<file path="src/shared/rx_link_pkg.sv">
// constants and types shared by the receive decode and link sync logic
package rx_link_pkg;
  // ----------------------------------------------------------------
  // widths
  // ----------------------------------------------------------------
  localparam int WORD_BITS = 20;
  localparam int CODE_BITS = 10;
  localparam int BYTE_BITS = 8;
  localparam int DATA_BITS = 16;
  localparam int BIT_CLOCK_MULT = 10;
  localparam int EDGES_PER_BIT_CLOCK = 2;
  localparam int SHIFT_BITS = 4;
  // ----------------------------------------------------------------
  // comma patterns, first received bit in bit 0
  // ----------------------------------------------------------------
  localparam logic [6:0] COMMA_POS_PATTERN = 7'h7c;
  localparam logic [6:0] COMMA_NEG_PATTERN = 7'h03;
  // ----------------------------------------------------------------
  // decoded byte values
  // ----------------------------------------------------------------
  localparam logic [7:0] IDLE_CTRL_BYTE = 8'hbc;
  localparam logic [7:0] IDLE_DATA_BYTE_A = 8'hc5;
  localparam logic [7:0] IDLE_DATA_BYTE_B = 8'h50;
  localparam logic [7:0] CARRIER_EXT_BYTE = 8'hf7;
  localparam logic [7:0] ERR_PROP_BYTE = 8'hfe;
  localparam logic [15:0] ERR_PROP_WORD = 16'hfefe;
  localparam logic [15:0] SIGNAL_LOST_WORD = 16'hffff;
  // ----------------------------------------------------------------
  // sync counts
  // ----------------------------------------------------------------
  localparam logic [1:0] ACQ_IDLE_COUNT = 2'h3;
  localparam logic [2:0] CHECK_GOOD_COUNT = 3'h4;
  localparam logic [1:0] CHECK_BAD_COUNT = 2'h3;
  // ----------------------------------------------------------------
  // reset values
  // ----------------------------------------------------------------
  localparam logic ALIGN_EN_RESET = 1'h1;
  localparam logic [SHIFT_BITS-1:0] SHIFT_RESET = 4'h0;
  localparam logic RD_RESET = 1'h0;
  localparam logic [5:0] PIN_SYNC_RESET = 6'h04;
  // ----------------------------------------------------------------
  // state and word class
  // ----------------------------------------------------------------
  typedef enum logic [2:0] {
    acquire_state = 3'b001,
    aligned_state = 3'b010,
    check_state = 3'b100
  } sync_state_type;
  typedef enum logic [4:0] {
    cls_idle = 5'b00001,
    cls_carrier = 5'b00010,
    cls_data = 5'b00100,
    cls_err_prop = 5'b01000,
    cls_invalid = 5'b10000
  } word_class_type;
endpackage
</file>
<file path="src/hdl/code_group_decoder.sv">
// one 10-bit to 8-bit code group decoder with disparity check
`timescale 1ns/10ps
`default_nettype none
module code_group_decoder (
  input wire logic [9:0] code_i,
  input wire logic rd_i,
  output logic [7:0] byte_o,
  output logic is_control_o,
  output logic code_valid_o,
  output logic rd_o
);
  logic [5:0] six;
  logic [3:0] four;
  logic [4:0] five;
  logic [2:0] three;
  logic five_ok;
  logic four_ok;
  logic alt_seven;
  logic is_k28;
  logic [3:0] ones;
  logic disp_ok;

  // abcdei and fghj, a is the first received bit
  assign six = {code_i[0], code_i[1], code_i[2], code_i[3], code_i[4], code_i[5]};
  assign is_k28 = (six == 6'h0f) || (six == 6'h30);
  assign four = is_k28 && (six == 6'h30) ?
    ~{code_i[6], code_i[7], code_i[8], code_i[9]} :
    {code_i[6], code_i[7], code_i[8], code_i[9]};

  // 6b to 5b lookup
  always_comb begin
    five = 5'h00;
    five_ok = 1'b1;
    case (six)
      6'h27, 6'h18: five = 5'h00;
      6'h1d, 6'h22: five = 5'h01;
      6'h2d, 6'h12: five = 5'h02;
      6'h31: five = 5'h03;
      6'h35, 6'h0a: five = 5'h04;
      6'h29: five = 5'h05;
      6'h19: five = 5'h06;
      6'h38, 6'h07: five = 5'h07;
      6'h39, 6'h06: five = 5'h08;
      6'h25: five = 5'h09;
      6'h15: five = 5'h0a;
      6'h34: five = 5'h0b;
      6'h0d: five = 5'h0c;
      6'h2c: five = 5'h0d;
      6'h1c: five = 5'h0e;
      6'h17, 6'h28: five = 5'h0f;
      6'h1b, 6'h24: five = 5'h10;
      6'h23: five = 5'h11;
      6'h13: five = 5'h12;
      6'h32: five = 5'h13;
      6'h0b: five = 5'h14;
      6'h2a: five = 5'h15;
      6'h1a: five = 5'h16;
      6'h3a, 6'h05: five = 5'h17;
      6'h33, 6'h0c: five = 5'h18;
      6'h26: five = 5'h19;
      6'h16: five = 5'h1a;
      6'h36, 6'h09: five = 5'h1b;
      6'h0e, 6'h0f, 6'h30: five = 5'h1c;
      6'h2e, 6'h11: five = 5'h1d;
      6'h1e, 6'h21: five = 5'h1e;
      6'h2b, 6'h14: five = 5'h1f;
      default: five_ok = 1'b0;
    endcase
  end

  // 4b to 3b lookup
  always_comb begin
    three = 3'h0;
    four_ok = 1'b1;
    alt_seven = 1'b0;
    case (four)
      4'hb, 4'h4: three = 3'h0;
      4'h9: three = 3'h1;
      4'h5: three = 3'h2;
      4'hc, 4'h3: three = 3'h3;
      4'hd, 4'h2: three = 3'h4;
      4'ha: three = 3'h5;
      4'h6: three = 3'h6;
      4'he, 4'h1: three = 3'h7;
      4'h7, 4'h8: begin
        three = 3'h7;
        alt_seven = 1'b1;
      end
      default: four_ok = 1'b0;
    endcase
  end

  // running disparity: a weighted group must oppose the current disparity
  assign ones = 4'($countones(code_i));
  assign disp_ok = (ones == 4'h5) || ((ones == 4'h6) && !rd_i) || ((ones == 4'h4) && rd_i);
  assign rd_o = (ones == 4'h6) ? 1'b1 : ((ones == 4'h4) ? 1'b0 : rd_i);
  assign byte_o = {three, five};
  assign is_control_o = is_k28 || (alt_seven && ((five == 5'h17) || (five == 5'h1b) ||
    (five == 5'h1d) || (five == 5'h1e)));
  assign code_valid_o = five_ok && four_ok && disp_ok;
endmodule // code_group_decoder
`default_nettype wire

</file>
<file path="src/hdl/rx_decode_link_sync.sv">
// receive word alignment, dual decode, status outputs and link sync
//
// Contract
// - split word, decode each half separately
// - find comma either polarity, set boundary
// - both bytes captured together, word clock
// - stop realigning after aligned comma once linked
// - realign again on loss of sync
// - status pair encodes idle, extend, data, error
// - error propagation shows FEFE on data
// - idle shows control byte, idle byte, 00
// - lost signal drives data, valid and error outputs high
// - disabled: serial out, data, error float
// - disabled: valid pin shows signal detect
// - reset starts sync in acquire state
// - three idle or extend words align link
// - one data or error word aligns link
// - invalid while aligned flags, goes to check
// - four valid codes in check realign
// - three invalid codes in check reacquire
// - lock low floats receive bus pins
// - prbs mode drives error pin low on mismatch
// - bit clock ten times, both edges
// - loopback routes transmit word, floats output
// - first serial bit lands in bit 0
`timescale 1ns/10ps
`default_nettype none
module rx_decode_link_sync #(
  parameter int WORD_WIDTH = rx_link_pkg::WORD_BITS
) (
  input wire logic clk_i,
  input wire logic sys_rst_i,
  input wire logic [WORD_WIDTH-1:0] rx_serial_word_i,
  input wire logic [WORD_WIDTH-1:0] tx_serial_word_i,
  input wire logic signal_detect_pos_i,
  input wire logic signal_detect_neg_i,
  input wire logic enable_i,
  input wire logic lock_to_reference_n_i,
  input wire logic prbs_test_enable_i,
  input wire logic loopback_enable_i,
  output logic [15:0] rx_data_o,
  output logic rx_data_oe_n_o,
  output logic rx_valid_or_signal_lost_o,
  output logic rx_valid_oe_n_o,
  output logic rx_error_flag_o,
  output logic rx_error_oe_n_o,
  output logic rx_clk_oe_n_o,
  output logic serial_out_oe_n_o,
  output logic link_aligned_o
);
  // ----------------------------------------------------------------
  // elaboration checks
  // ----------------------------------------------------------------
  // serial word is two code groups shifted on both bit clock edges
  if (WORD_WIDTH != rx_link_pkg::BIT_CLOCK_MULT * rx_link_pkg::EDGES_PER_BIT_CLOCK) begin : g_bad_w
    $error("word width must equal bit clock multiple times edges");
  end
  if (WORD_WIDTH != 2 * rx_link_pkg::CODE_BITS) begin : g_bad_code
    $error("word width must hold exactly two code groups");
  end

  // ----------------------------------------------------------------
  // pin synchronisers
  // ----------------------------------------------------------------
  logic [5:0] pin_meta;
  logic [5:0] pin_sync;
  logic sig_ok;
  logic enable_s;
  logic lock_s;
  logic prbs_s;
  logic loop_s;

  // two flops before any use
  always_ff @(posedge clk_i or posedge sys_rst_i) begin
    if (sys_rst_i) begin
      pin_meta <= rx_link_pkg::PIN_SYNC_RESET;
      pin_sync <= rx_link_pkg::PIN_SYNC_RESET;
    end else begin
      pin_meta <= {loopback_enable_i, prbs_test_enable_i, lock_to_reference_n_i,
        enable_i, signal_detect_neg_i, signal_detect_pos_i};
      pin_sync <= pin_meta;
    end
  end

  assign sig_ok = pin_sync[0] && pin_sync[1];
  assign enable_s = pin_sync[2];
  assign lock_s = pin_sync[3];
  assign prbs_s = pin_sync[4];
  assign loop_s = pin_sync[5];

  // ----------------------------------------------------------------
  // word source and comma search
  // ----------------------------------------------------------------
  logic [WORD_WIDTH-1:0] raw_word;
  logic [WORD_WIDTH-1:0] prev_word;
  logic [2*WORD_WIDTH-1:0] window;
  logic [9:0] comma_hit;
  logic [WORD_WIDTH-1:0] prbs_miss;
  logic [rx_link_pkg::SHIFT_BITS-1:0] shift;
  logic [rx_link_pkg::SHIFT_BITS-1:0] first_hit;
  logic align_en;
  logic aligned_comma;
  logic [WORD_WIDTH-1:0] aligned_word;
  logic prbs_pass;

  // loopback takes the own transmit word
  assign raw_word = loop_s ? tx_serial_word_i : rx_serial_word_i;
  // older word in the low half, earliest bit at bit 0
  assign window = {raw_word, prev_word};

  // two comparator pairs per candidate boundary, one for each code group
  for (genvar k = 0; k < 10; k++) begin : g_comma
    assign comma_hit[k] = (window[k+6:k] == rx_link_pkg::COMMA_POS_PATTERN) ||
      (window[k+6:k] == rx_link_pkg::COMMA_NEG_PATTERN) ||
      (window[k+16:k+10] == rx_link_pkg::COMMA_POS_PATTERN) ||
      (window[k+16:k+10] == rx_link_pkg::COMMA_NEG_PATTERN);
  end

  // self-synchronising check of the seven-stage sequence
  for (genvar i = 0; i < WORD_WIDTH; i++) begin : g_prbs
    assign prbs_miss[i] = window[WORD_WIDTH+i] ^ window[WORD_WIDTH+i-6] ^
      window[WORD_WIDTH+i-7];
  end

  // lowest boundary that shows a comma
  always_comb begin
    first_hit = rx_link_pkg::SHIFT_RESET;
    for (int j = 9; j >= 0; j--) begin
      if (comma_hit[j]) begin
        first_hit = 4'(j);
      end
    end
  end

  assign aligned_comma = comma_hit[shift];

  // ----------------------------------------------------------------
  // alignment register
  // ----------------------------------------------------------------
  logic next_align_en;
  rx_link_pkg::sync_state_type sync_state;
  rx_link_pkg::sync_state_type next_state;

  // realign while searching and until an aligned comma is seen once linked, then lock boundary
  always_comb begin
    next_align_en = align_en;
    if (next_state == rx_link_pkg::acquire_state) begin
      next_align_en = 1'b1;
    end else if (sync_state == rx_link_pkg::aligned_state && aligned_comma) begin
      next_align_en = 1'b0;
    end
  end

  always_ff @(posedge clk_i or posedge sys_rst_i) begin
    if (sys_rst_i) begin
      align_en <= rx_link_pkg::ALIGN_EN_RESET;
      shift <= rx_link_pkg::SHIFT_RESET;
    end else begin
      align_en <= next_align_en;
      if (align_en && (|comma_hit) && !aligned_comma) begin
        shift <= first_hit;
      end
    end
  end

  // pipeline stage holding the aligned word
  always_ff @(posedge clk_i or posedge sys_rst_i) begin
    if (sys_rst_i) begin
      prev_word <= '0;
      aligned_word <= '0;
      prbs_pass <= 1'b1;
    end else begin
      prev_word <= raw_word;
      aligned_word <= window[shift +: WORD_WIDTH];
      prbs_pass <= ~|prbs_miss;
    end
  end

  // ----------------------------------------------------------------
  // dual decode
  // ----------------------------------------------------------------
  logic rd;
  logic rd_mid;
  logic rd_next;
  logic [7:0] lo_byte;
  logic [7:0] hi_byte;
  logic lo_ctrl;
  logic hi_ctrl;
  logic lo_ok;
  logic hi_ok;

  // first code group feeds the low byte
  code_group_decoder u_dec_lo (
    .code_i(aligned_word[9:0]),
    .rd_i(rd),
    .byte_o(lo_byte),
    .is_control_o(lo_ctrl),
    .code_valid_o(lo_ok),
    .rd_o(rd_mid)
  );
  code_group_decoder u_dec_hi (
    .code_i(aligned_word[19:10]),
    .rd_i(rd_mid),
    .byte_o(hi_byte),
    .is_control_o(hi_ctrl),
    .code_valid_o(hi_ok),
    .rd_o(rd_next)
  );

  // running disparity carried across words
  always_ff @(posedge clk_i or posedge sys_rst_i) begin
    if (sys_rst_i) begin
      rd <= rx_link_pkg::RD_RESET;
    end else begin
      rd <= rd_next;
    end
  end

  // ----------------------------------------------------------------
  // word classification
  // ----------------------------------------------------------------
  rx_link_pkg::word_class_type word_class;
  logic word_valid;

  // whole word judged at once
  always_comb begin
    word_class = rx_link_pkg::cls_invalid;
    if (lo_ok && hi_ok) begin
      if (lo_ctrl && !hi_ctrl && lo_byte == rx_link_pkg::IDLE_CTRL_BYTE &&
          (hi_byte == rx_link_pkg::IDLE_DATA_BYTE_A ||
          hi_byte == rx_link_pkg::IDLE_DATA_BYTE_B)) begin
        word_class = rx_link_pkg::cls_idle;
      end else if (lo_ctrl && hi_ctrl && lo_byte == rx_link_pkg::CARRIER_EXT_BYTE &&
          hi_byte == rx_link_pkg::CARRIER_EXT_BYTE) begin
        word_class = rx_link_pkg::cls_carrier;
      end else if (lo_ctrl && hi_ctrl && lo_byte == rx_link_pkg::ERR_PROP_BYTE &&
          hi_byte == rx_link_pkg::ERR_PROP_BYTE) begin
        word_class = rx_link_pkg::cls_err_prop;
      end else if (!lo_ctrl && !hi_ctrl) begin
        word_class = rx_link_pkg::cls_data;
      end
    end
  end

  assign word_valid = word_class != rx_link_pkg::cls_invalid;

  // ----------------------------------------------------------------
  // synchronisation state machine
  // ----------------------------------------------------------------
  logic [1:0] idle_cnt;
  logic [2:0] good_cnt;
  logic [1:0] bad_cnt;

  always_comb begin
    next_state = sync_state;
    case (sync_state)
      rx_link_pkg::acquire_state: begin
        if ((word_class == rx_link_pkg::cls_idle || word_class == rx_link_pkg::cls_carrier) &&
            idle_cnt == rx_link_pkg::ACQ_IDLE_COUNT - 2'h1) begin
          next_state = rx_link_pkg::aligned_state;
        end else if (word_class == rx_link_pkg::cls_data ||
            word_class == rx_link_pkg::cls_err_prop) begin
          next_state = rx_link_pkg::aligned_state;
        end
      end
      rx_link_pkg::aligned_state: begin
        if (!word_valid) begin
          next_state = rx_link_pkg::check_state;
        end
      end
      rx_link_pkg::check_state: begin
        if (word_valid && good_cnt == rx_link_pkg::CHECK_GOOD_COUNT - 3'h1) begin
          next_state = rx_link_pkg::aligned_state;
        end else if (!word_valid && bad_cnt == rx_link_pkg::CHECK_BAD_COUNT - 2'h1) begin
          next_state = rx_link_pkg::acquire_state;
        end
      end
      default: next_state = rx_link_pkg::acquire_state;
    endcase
    if (!enable_s) begin
      next_state = rx_link_pkg::acquire_state;
    end
  end

  // state and run counters
  always_ff @(posedge clk_i or posedge sys_rst_i) begin
    if (sys_rst_i) begin
      sync_state <= rx_link_pkg::acquire_state;
      idle_cnt <= 2'h0;
      good_cnt <= 3'h0;
      bad_cnt <= 2'h0;
    end else begin
      sync_state <= next_state;
      if (next_state != sync_state) begin
        idle_cnt <= 2'h0;
        good_cnt <= 3'h0;
        bad_cnt <= (next_state == rx_link_pkg::check_state) ? 2'h1 : 2'h0;
      end else if (sync_state == rx_link_pkg::acquire_state) begin
        idle_cnt <= (word_class == rx_link_pkg::cls_idle ||
          word_class == rx_link_pkg::cls_carrier) ? idle_cnt + 2'h1 : 2'h0;
      end else if (sync_state == rx_link_pkg::check_state) begin
        good_cnt <= word_valid ? good_cnt + 3'h1 : 3'h0;
        bad_cnt <= word_valid ? bad_cnt : bad_cnt + 2'h1;
      end
    end
  end

  // ----------------------------------------------------------------
  // output registers
  // ----------------------------------------------------------------
  // pin enables: disable floats data and error, lock release floats the whole shared bus
  always_ff @(posedge clk_i or posedge sys_rst_i) begin
    if (sys_rst_i) begin
      rx_data_oe_n_o <= 1'b1;
      rx_error_oe_n_o <= 1'b1;
      rx_valid_oe_n_o <= 1'b1;
      rx_clk_oe_n_o <= 1'b1;
      serial_out_oe_n_o <= 1'b1;
      link_aligned_o <= 1'b0;
    end else begin
      rx_data_oe_n_o <= !enable_s || !lock_s;
      rx_error_oe_n_o <= !enable_s || !lock_s;
      rx_valid_oe_n_o <= !lock_s;
      rx_clk_oe_n_o <= !lock_s;
      serial_out_oe_n_o <= !enable_s || loop_s;
      link_aligned_o <= sync_state != rx_link_pkg::acquire_state;
    end
  end

  // data and status pair
  always_ff @(posedge clk_i or posedge sys_rst_i) begin
    if (sys_rst_i) begin
      rx_data_o <= '0;
      rx_valid_or_signal_lost_o <= 1'b0;
      rx_error_flag_o <= 1'b0;
    end else if (!enable_s) begin
      rx_valid_or_signal_lost_o <= sig_ok;
    end else if (!sig_ok) begin
      rx_data_o <= rx_link_pkg::SIGNAL_LOST_WORD;
      rx_valid_or_signal_lost_o <= 1'b1;
      rx_error_flag_o <= 1'b1;
    end else begin
      rx_data_o <= {hi_byte, lo_byte};
      rx_valid_or_signal_lost_o <= word_class == rx_link_pkg::cls_data ||
        !word_valid || word_class == rx_link_pkg::cls_err_prop;
      rx_error_flag_o <= prbs_s ? prbs_pass : (word_class != rx_link_pkg::cls_data &&
        word_class != rx_link_pkg::cls_idle);
      if (word_class == rx_link_pkg::cls_err_prop) begin
        rx_data_o <= rx_link_pkg::ERR_PROP_WORD;
      end
    end
  end

  logic live;
  assign live = enable_s && sig_ok && !prbs_s;
endmodule // rx_decode_link_sync
`default_nettype wire

</file>
<file path="config.mk">
export PLATFORM = sky130hd
export DESIGN_NAME = rx_decode_link_sync
export DESIGN_NICKNAME = d
export VERILOG_FILES = /design/src/shared/rx_link_pkg.sv /design/src/hdl/code_group_decoder.sv /design/src/hdl/rx_decode_link_sync.sv
export SDC_FILE = /design/constraint.sdc
export NUM_CORES = 1
export LEC_CHECK = 0
export ABC_AREA = 0
export BUFFER_PORTS_ARGS = -buffer_cell sky130_fd_sc_hd__buf_2
export CAP_MARGIN = 20
export CORE_ASPECT_RATIO = 0.8
export CORE_MARGIN = 3
export CORE_UTILIZATION = 50
export CTS_CLUSTER_DIAMETER = 100
export DETAILED_ROUTE_END_ITERATION = 8
export PLACE_DENSITY = 0.74
export SYNTH_ARGS = -nofsm -noshare
export SYNTH_HDL_FRONTEND = slang
export SYNTH_SLANG_ARGS = --single-unit
</file>
<file path="constraint.sdc">
create_clock -name clk_i -period 7.6 [get_ports clk_i]
set_input_delay 0 -clock clk_i [delete_from_list [all_inputs] [get_ports clk_i]]
set_output_delay 0 -clock clk_i [all_outputs]
set_load 0.03 [all_outputs]
</file>
# Word level (Yosys, flattened, before mapping)
# Index checks and enable logic that the tools add are counted.
[totals] reg_bits=91 output_inout_bits=24
[op_classes] addsub=21 n_lt_le_gt_ge=1 n_eq_ne=204 n_shift=1 mux=61 bitwise=42 n_reduce_logical=137
[op_table] op="$pmux W5 S31" n=2
[op_table] op="$eq A6 B6 Y1 const B" n=48
[op_table] op="$eq A6 B5 Y1 const B" n=28
[op_table] op="$eq A7 B2 Y1 const B" n=20
[op_table] op="$eq A7 B7 Y1 const B" n=20
[op_table] op="$reduce_or A48 Y1" n=2
[op_table] op="$eq A6 B4 Y1 const B" n=14
[op_table] op="$reduce_or A2 Y1" n=32
[op_table] op="$eq A4 B3 Y1 const B" n=14
[op_table] op="$eq A4 B4 Y1 const B" n=14
[op_table] op="$logic_or A1 B1 Y1" n=51
[op_table] op="$eq A8 B8 Y1 const B" n=6
[op_table] op="$mux W4" n=12
[op_table] op="$pmux W3 S7" n=2
[op_table] op="$eq A5 B5 Y1 const B" n=8
[op_table] op="$shiftx A40 B5 Y20" n=1
[op_table] op="$xor A1 B1 Y1" n=40
[op_table] op="$eq A6 B3 Y1 const B" n=6
[op_table] op="$add A4 B4 Y4" n=8
[op_table] op="$mux W16" n=2
[op_table] op="$logic_and A1 B1 Y1" n=30
[op_table] op="$mux W3" n=10
[op_table] op="$reduce_or A14 Y1" n=2
[op_table] op="$mux W5" n=5
[op_table] op="36 further kinds" n=90

# Logic depth before layout (Yosys ltp)
[depth] word_depth=26 mapped_depth=20

# Modules after synthesis
# From an unflattened synthesis, not the netlist that was laid out.
[unflattened] cells_unflattened=1046 hier_area_um2=8790.9
[modules_own_cells] mod="rx_decode_link_sync" instances=1 cells_per_inst=652 area_each_um2=6075.8
[modules_own_cells] mod="code_group_decoder" instances=2 cells_per_inst=197 area_each_um2=1357.6

# Worst setup path before layout
# No wires, ideal clock.
[synth_path] path_kind="flip-flop to flip-flop" from="reg aligned_word[9]" to="reg bad_cnt[0]" setup_ns=0.120 t_arrival_ns=4.436 path_slack_ns=3.045 stages_incl_launch_ff=19 n_path_buf=0 period_less_slack_ns=4.555 cell_sequence="dfrtp_1 > ha_1 > inv_1 > fa_1 > inv_1 > fa_1 > fa_1 > inv_1 > fa_1 > xnor2_1 > nor4_1 > nand3_1 > a41oi_1 > nand3_1 > a2111oi_0 > mux2i_1 > a311oi_1 > a211o_2 > o21ai_2"
[synth_via] elab_chain_len=24 elab_cells_between_ends=90
[synth_rtl] item="from (decl)" line_no="rx_decode_link_sync.sv:103" text="logic [WORD_WIDTH-1:0] aligned_word;"
[synth_rtl] item="from (signal assigned)" line_no="rx_decode_link_sync.sv:174" text="aligned_word <= window[shift +: WORD_WIDTH];"
[synth_rtl] item="branches (longest 13 deep; another with $eq A8 B8 Y1)"
[synth_rtl] item="$mux W5 (*)" line_no="rx_decode_link_sync.sv:228" text="if (lo_ok && hi_ok) begin"
[synth_rtl] item="$ne A5 B5 Y1" line_no="rx_decode_link_sync.sv:245" text="assign word_valid = word_class != rx_link_pkg::cls_invalid;"
[synth_rtl] item="$logic_not A1 Y1" line_no="rx_decode_link_sync.sv:274" text="end else if (!word_valid && bad_cnt == rx_link_pkg::CHECK_BAD_COUNT - 2'h1) begin"
[synth_rtl] item="$logic_and A1 B1 Y1" line_no="rx_decode_link_sync.sv:274"
[synth_rtl] item="$mux W3" line_no="rx_decode_link_sync.sv:274"
[synth_rtl] item="$mux W3" line_no="rx_decode_link_sync.sv:272" text="if (word_valid && good_cnt == rx_link_pkg::CHECK_GOOD_COUNT - 3'h1) begin"
[synth_rtl] item="$pmux W3 S3" line_no="rx_decode_link_sync.sv:256" text="case (sync_state)"
[synth_rtl] item="$mux W3" line_no="rx_decode_link_sync.sv:280" text="if (!enable_s) begin"
[synth_rtl] item="$ne A3 B3 Y1 or $eq A3 B3 Y1 (tied branches)" line_no="rx_decode_link_sync.sv:294, rx_decode_link_sync.sv:297"
[synth_rtl] item="$ne A2 B1 Y1 (no source line), or another cell as far along"
[synth_rtl] item="$reduce_and A3 Y1 (no source line) or $mux W2 (tied branches)"
[synth_rtl] item="to (signal assigned)" line_no="rx_decode_link_sync.sv:297" text="bad_cnt <= (next_state == rx_link_pkg::check_state) ? 2'h1 : 2'h0;"
[synth_rtl] item="to (signal assigned)" line_no="rx_decode_link_sync.sv:303" text="bad_cnt <= word_valid ? bad_cnt : bad_cnt + 2'h1;"
[synth_rtl] item="to (decl)" line_no="rx_decode_link_sync.sv:252" text="logic [1:0] bad_cnt;"
# Every way passes the cells marked *.
# A chain may end at the register's enable or synchronous reset.

# Worst setup path after layout
[layout_path] from="reg aligned_word[8]" to="reg bad_cnt[0]"
# Same word-level chain as after synthesis.

==> flow_summary.toml <==
[run_status]
status = "finished clean"

[place]
io_buffers = 71
hpwl_mm = 16.3
place_congestion = 0.920

[setup_path]
cp_data_arrival_time_ns = 5.52
ff2ff_setup_slack_ns = 2.33
cp.required_ns = 7.85
worstRegToRegCells = 18
cp-end-kind = "flip-flop"
setup.worst_path.class = "flip-flop to flip-flop"
cp-start-kind = "flip-flop"
crit_fanout = 16

[logic_synthesis]
netlist_instances = 1024
synth_area_sq_um = 8410
yosysTopAreaCell = "dfrtp_1"
synth_top_area_share_pct = 24.7
synth_seq_cells = 91
avgSynthCellArea_sq_um = 8.21
ys_types = 87
yosysSeqAreaShare_pct = 27.2
yosysWarnings = 0
synth_nets = 1122
synth_ff_type = "dfrtp_1"
synth_area_leaders = "dfrtp_1 (25%), ha_1 (5.7%), nand2_1 (5.2%), mux2i_1 (4.8%), mux4_2 (3.8%)"
postSynth.asyncResetShare_pct = 100
synth_edf_count = 0

[timing]
fmax_mhz = 190
tightestPinTransition_ns = 1.13
slew_headroom_pct = 23.9
hold_viol_final = 0
report.final.slew_viol_count = 0
finalSetupViolCount = 0
rsz0062_at_grt = "false"
fin_crit_ns = 5.27
final.setup.tns_ns = 0
finClkSkew_ns = 0.00780
fin_crit_sh_pct = 69.4

[clock_tree]
postCtsSetupRepairBufs = 0
clkTransAtPathRegs_ns = 0.07
clock_latency_ns = 0.35
cts_inserted_buffers = 9
cts_root_buf = "clkbuf_16"
cts_tree = "yes"
cts.sinks = 91
htreeDepth = 3
cts_buffer_depth = 2
cts_resized = 0
hold_buffers = 21

[floorplanning]
num_io_pins = 72
initial_utilization_pct = 52.2
core_sq_um = 16100
die_w_um = 151
fp-row-count = 41
die_y_um = 122
die_area_sq_um = 18400

[hold_path]
whs_path_depth = 3
hp-class = "primary input to flip-flop"

[global_routing]
grt_use_met2_pct = 36.2
grt_util_met1_pct = 38.0
grt.met3_usage_pct = 6.58
grt_pass1_vias = 7232
grt_max_degree = 60
grt-ovfl-total = 0
grt_pass1_wl_mm = 37.1
antenna_found_initial = 0
busiest_layer = "met1"
grt_use_total_pct = 25.0

[finish]
antenna_cells = 0
final_common_cell = "nand2_1"
final_cell_mix = "nand2_1 (117), dfrtp_1 (83), nor2_1 (74)"
syn2layout_area_growth_pct = 10.4
drive_gt1_share_pct = 13.9
fin_util_pct = 57.6
nNetsFinal = 1155

[flow_run]
maxCapViolCount = 0

[drt]
drtIter0Drc = 1136
wl_per_cell_um = 17.4
wl_mm = 22.3
via_count = 7922
ant_nets = 0
drc = 0
via_per_inst = 6.20
firstDrtPassIters = 7

[power]
ir_drop_v = 0.000428
leakage_nw = 3.92
pwr_density_cell_nw_per_um2 = 492
worst paths after layout:
kind,startpoint,endpoint
worst max-delay path,aligned_word[8]$_DFF_PP0_,bad_cnt[0]$_DFFE_PP0P_
worst min-delay path,rx_serial_word_i[13],prev_word[13]$_DFF_PP0_
worst max register to register,aligned_word[8]$_DFF_PP0_,bad_cnt[0]$_DFFE_PP0P_
worst min register to register,pin_meta[1]$_DFF_PP0_,pin_sync[1]$_DFF_PP0_
max in group asynchronous,sys_rst_i,prev_word[3]$_DFF_PP0_
min in group asynchronous,sys_rst_i,pin_meta[1]$_DFF_PP0_
power by group:
group          internal (W)  switching (W)  total, W  leakage [nW]
Combinational       0.00133        0.00200   0.00333          2.73
Sequential         0.000610       0.000166  0.000776          1.04
Clock              0.000257       0.000200  0.000457         0.147
Total               0.00219        0.00237   0.00456          3.92
metal layers:
layer,wire length (um),vias up,part of all wire [%]
li1,-,3783,-
met1,10300,3736,46
met2,9600,379,43
met3,2160,24,9.7
met4,197,0,0.89
met5,0,-,0
cell families (layout without fill, tap and decap cells):
| kind of cell | count (synthesis) | in the layout | synth area share, % |
|---|---|---|---|
| adder cells (fa/ha/maj) | 50 | 50 | 8.51 |
| AND/OR/NAND/NOR | 384 | 384 | 23.3 |
| multiplexers | 63 | 63 | 9.72 |
| buffers and inverters | 151 | 189 | 7.22 |
| AO/OA/AOI/OAI | 258 | 258 | 21.2 |
| flip-flops | 91 | 91 | 27.2 |
| XOR/XNOR | 27 | 27 | 2.81 |
synth_stat cells, types with 5 or more instances:
cell type / number
nor2b_1: 10
a211oi_1: 15
and2_1: 14
xor2_1: 5
clkbuf_1: 54
a21oi_1: 51
dfstp_2: 8
nand3_1: 46
dfrtp_1: 83
xnor2_1: 22
mux4_2: 14
or3_1: 10
nor3_1: 23
a22o_1: 11
inv_1: 71
mux2i_1: 40
a22oi_1: 10
buf_2: 14
nand2_1: 117
nor3b_1: 6
and3_1: 15
nand3b_1: 8
ha_1: 38
nand4_1: 14
mux2_2: 9
nor4_1: 10
nand2b_1: 9
o21ai_0: 60
fa_1: 12
nor2_1: 74
o211ai_1: 17
o31ai_1: 8
o22a_1: 17
o311ai_0: 5
flip-flops by register name, indices dropped and copies added (netlist names):
register                   count
aligned_word                  20
bad_cnt                        2
rx_data_o                     16
prbs_pass                      1
rx_valid_or_signal_lost_o      1
sync_state                     3
rx_clk_oe_n_o                  1
good_cnt                       3
pin_sync                       6
align_en                       1
rx_error_oe_n_o                1
serial_out_oe_n_o              1
rd                             1
shift                          4
prev_word                     20
pin_meta                       6
idle_cnt                       2
link_aligned_o                 1
rx_error_flag_o                1
layout make-up:
| type | count | area, sq um |
|---|---|---|
| fillers | 1463 | 6820 |
| inverters | 74 | 279 |
| clock inverters | 7 | 73.8 |
| well taps | 215 | 269 |
| clock buffers | 9 | 225 |
| flip-flops and latches | 91 | 2290 |
| multi-input cells | 782 | 5510 |
| repair buffers | 99 | 638 |
stage by stage:
stage	setup slack, ns	std cells	cell area (sq um)	hold slack, ns	total power [W]
4_1_cts	2.37	1276	9260	0.0240	0.00452
5_1_grt	1.96	1277	9280	0.0690	0.00502
6_report	2.33	1277	9280	0.0627	0.00456
2_1_floorplan	3.04	1024	8410	0.00448	0.00335
3_3_place_gp	2.58	1239	8750	0.0598	0.00398
3_5_place_dp	2.42	1239	8750	0.0627	0.00401
worst max-delay path, cell delays in order, from the launching register on:
cell and delay [ns]:
dfrtp_1 0.55, ha_1 0.36, inv_1 0.05, fa_1 0.53
inv_1 0.06, fa_1 0.50, fa_1 0.47, inv_1 0.09
fa_1 0.45, xnor2_1 0.15, nor4_1 0.24, nand3_1 0.15
a41oi_1 0.22, nand3_1 0.17, a2111oi_0 0.33, mux2i_1 0.23
a311oi_1 0.30, a211o_2 0.24, o21ai_2 0.07
No activity file was read; power rests on OpenSTA's default activity.
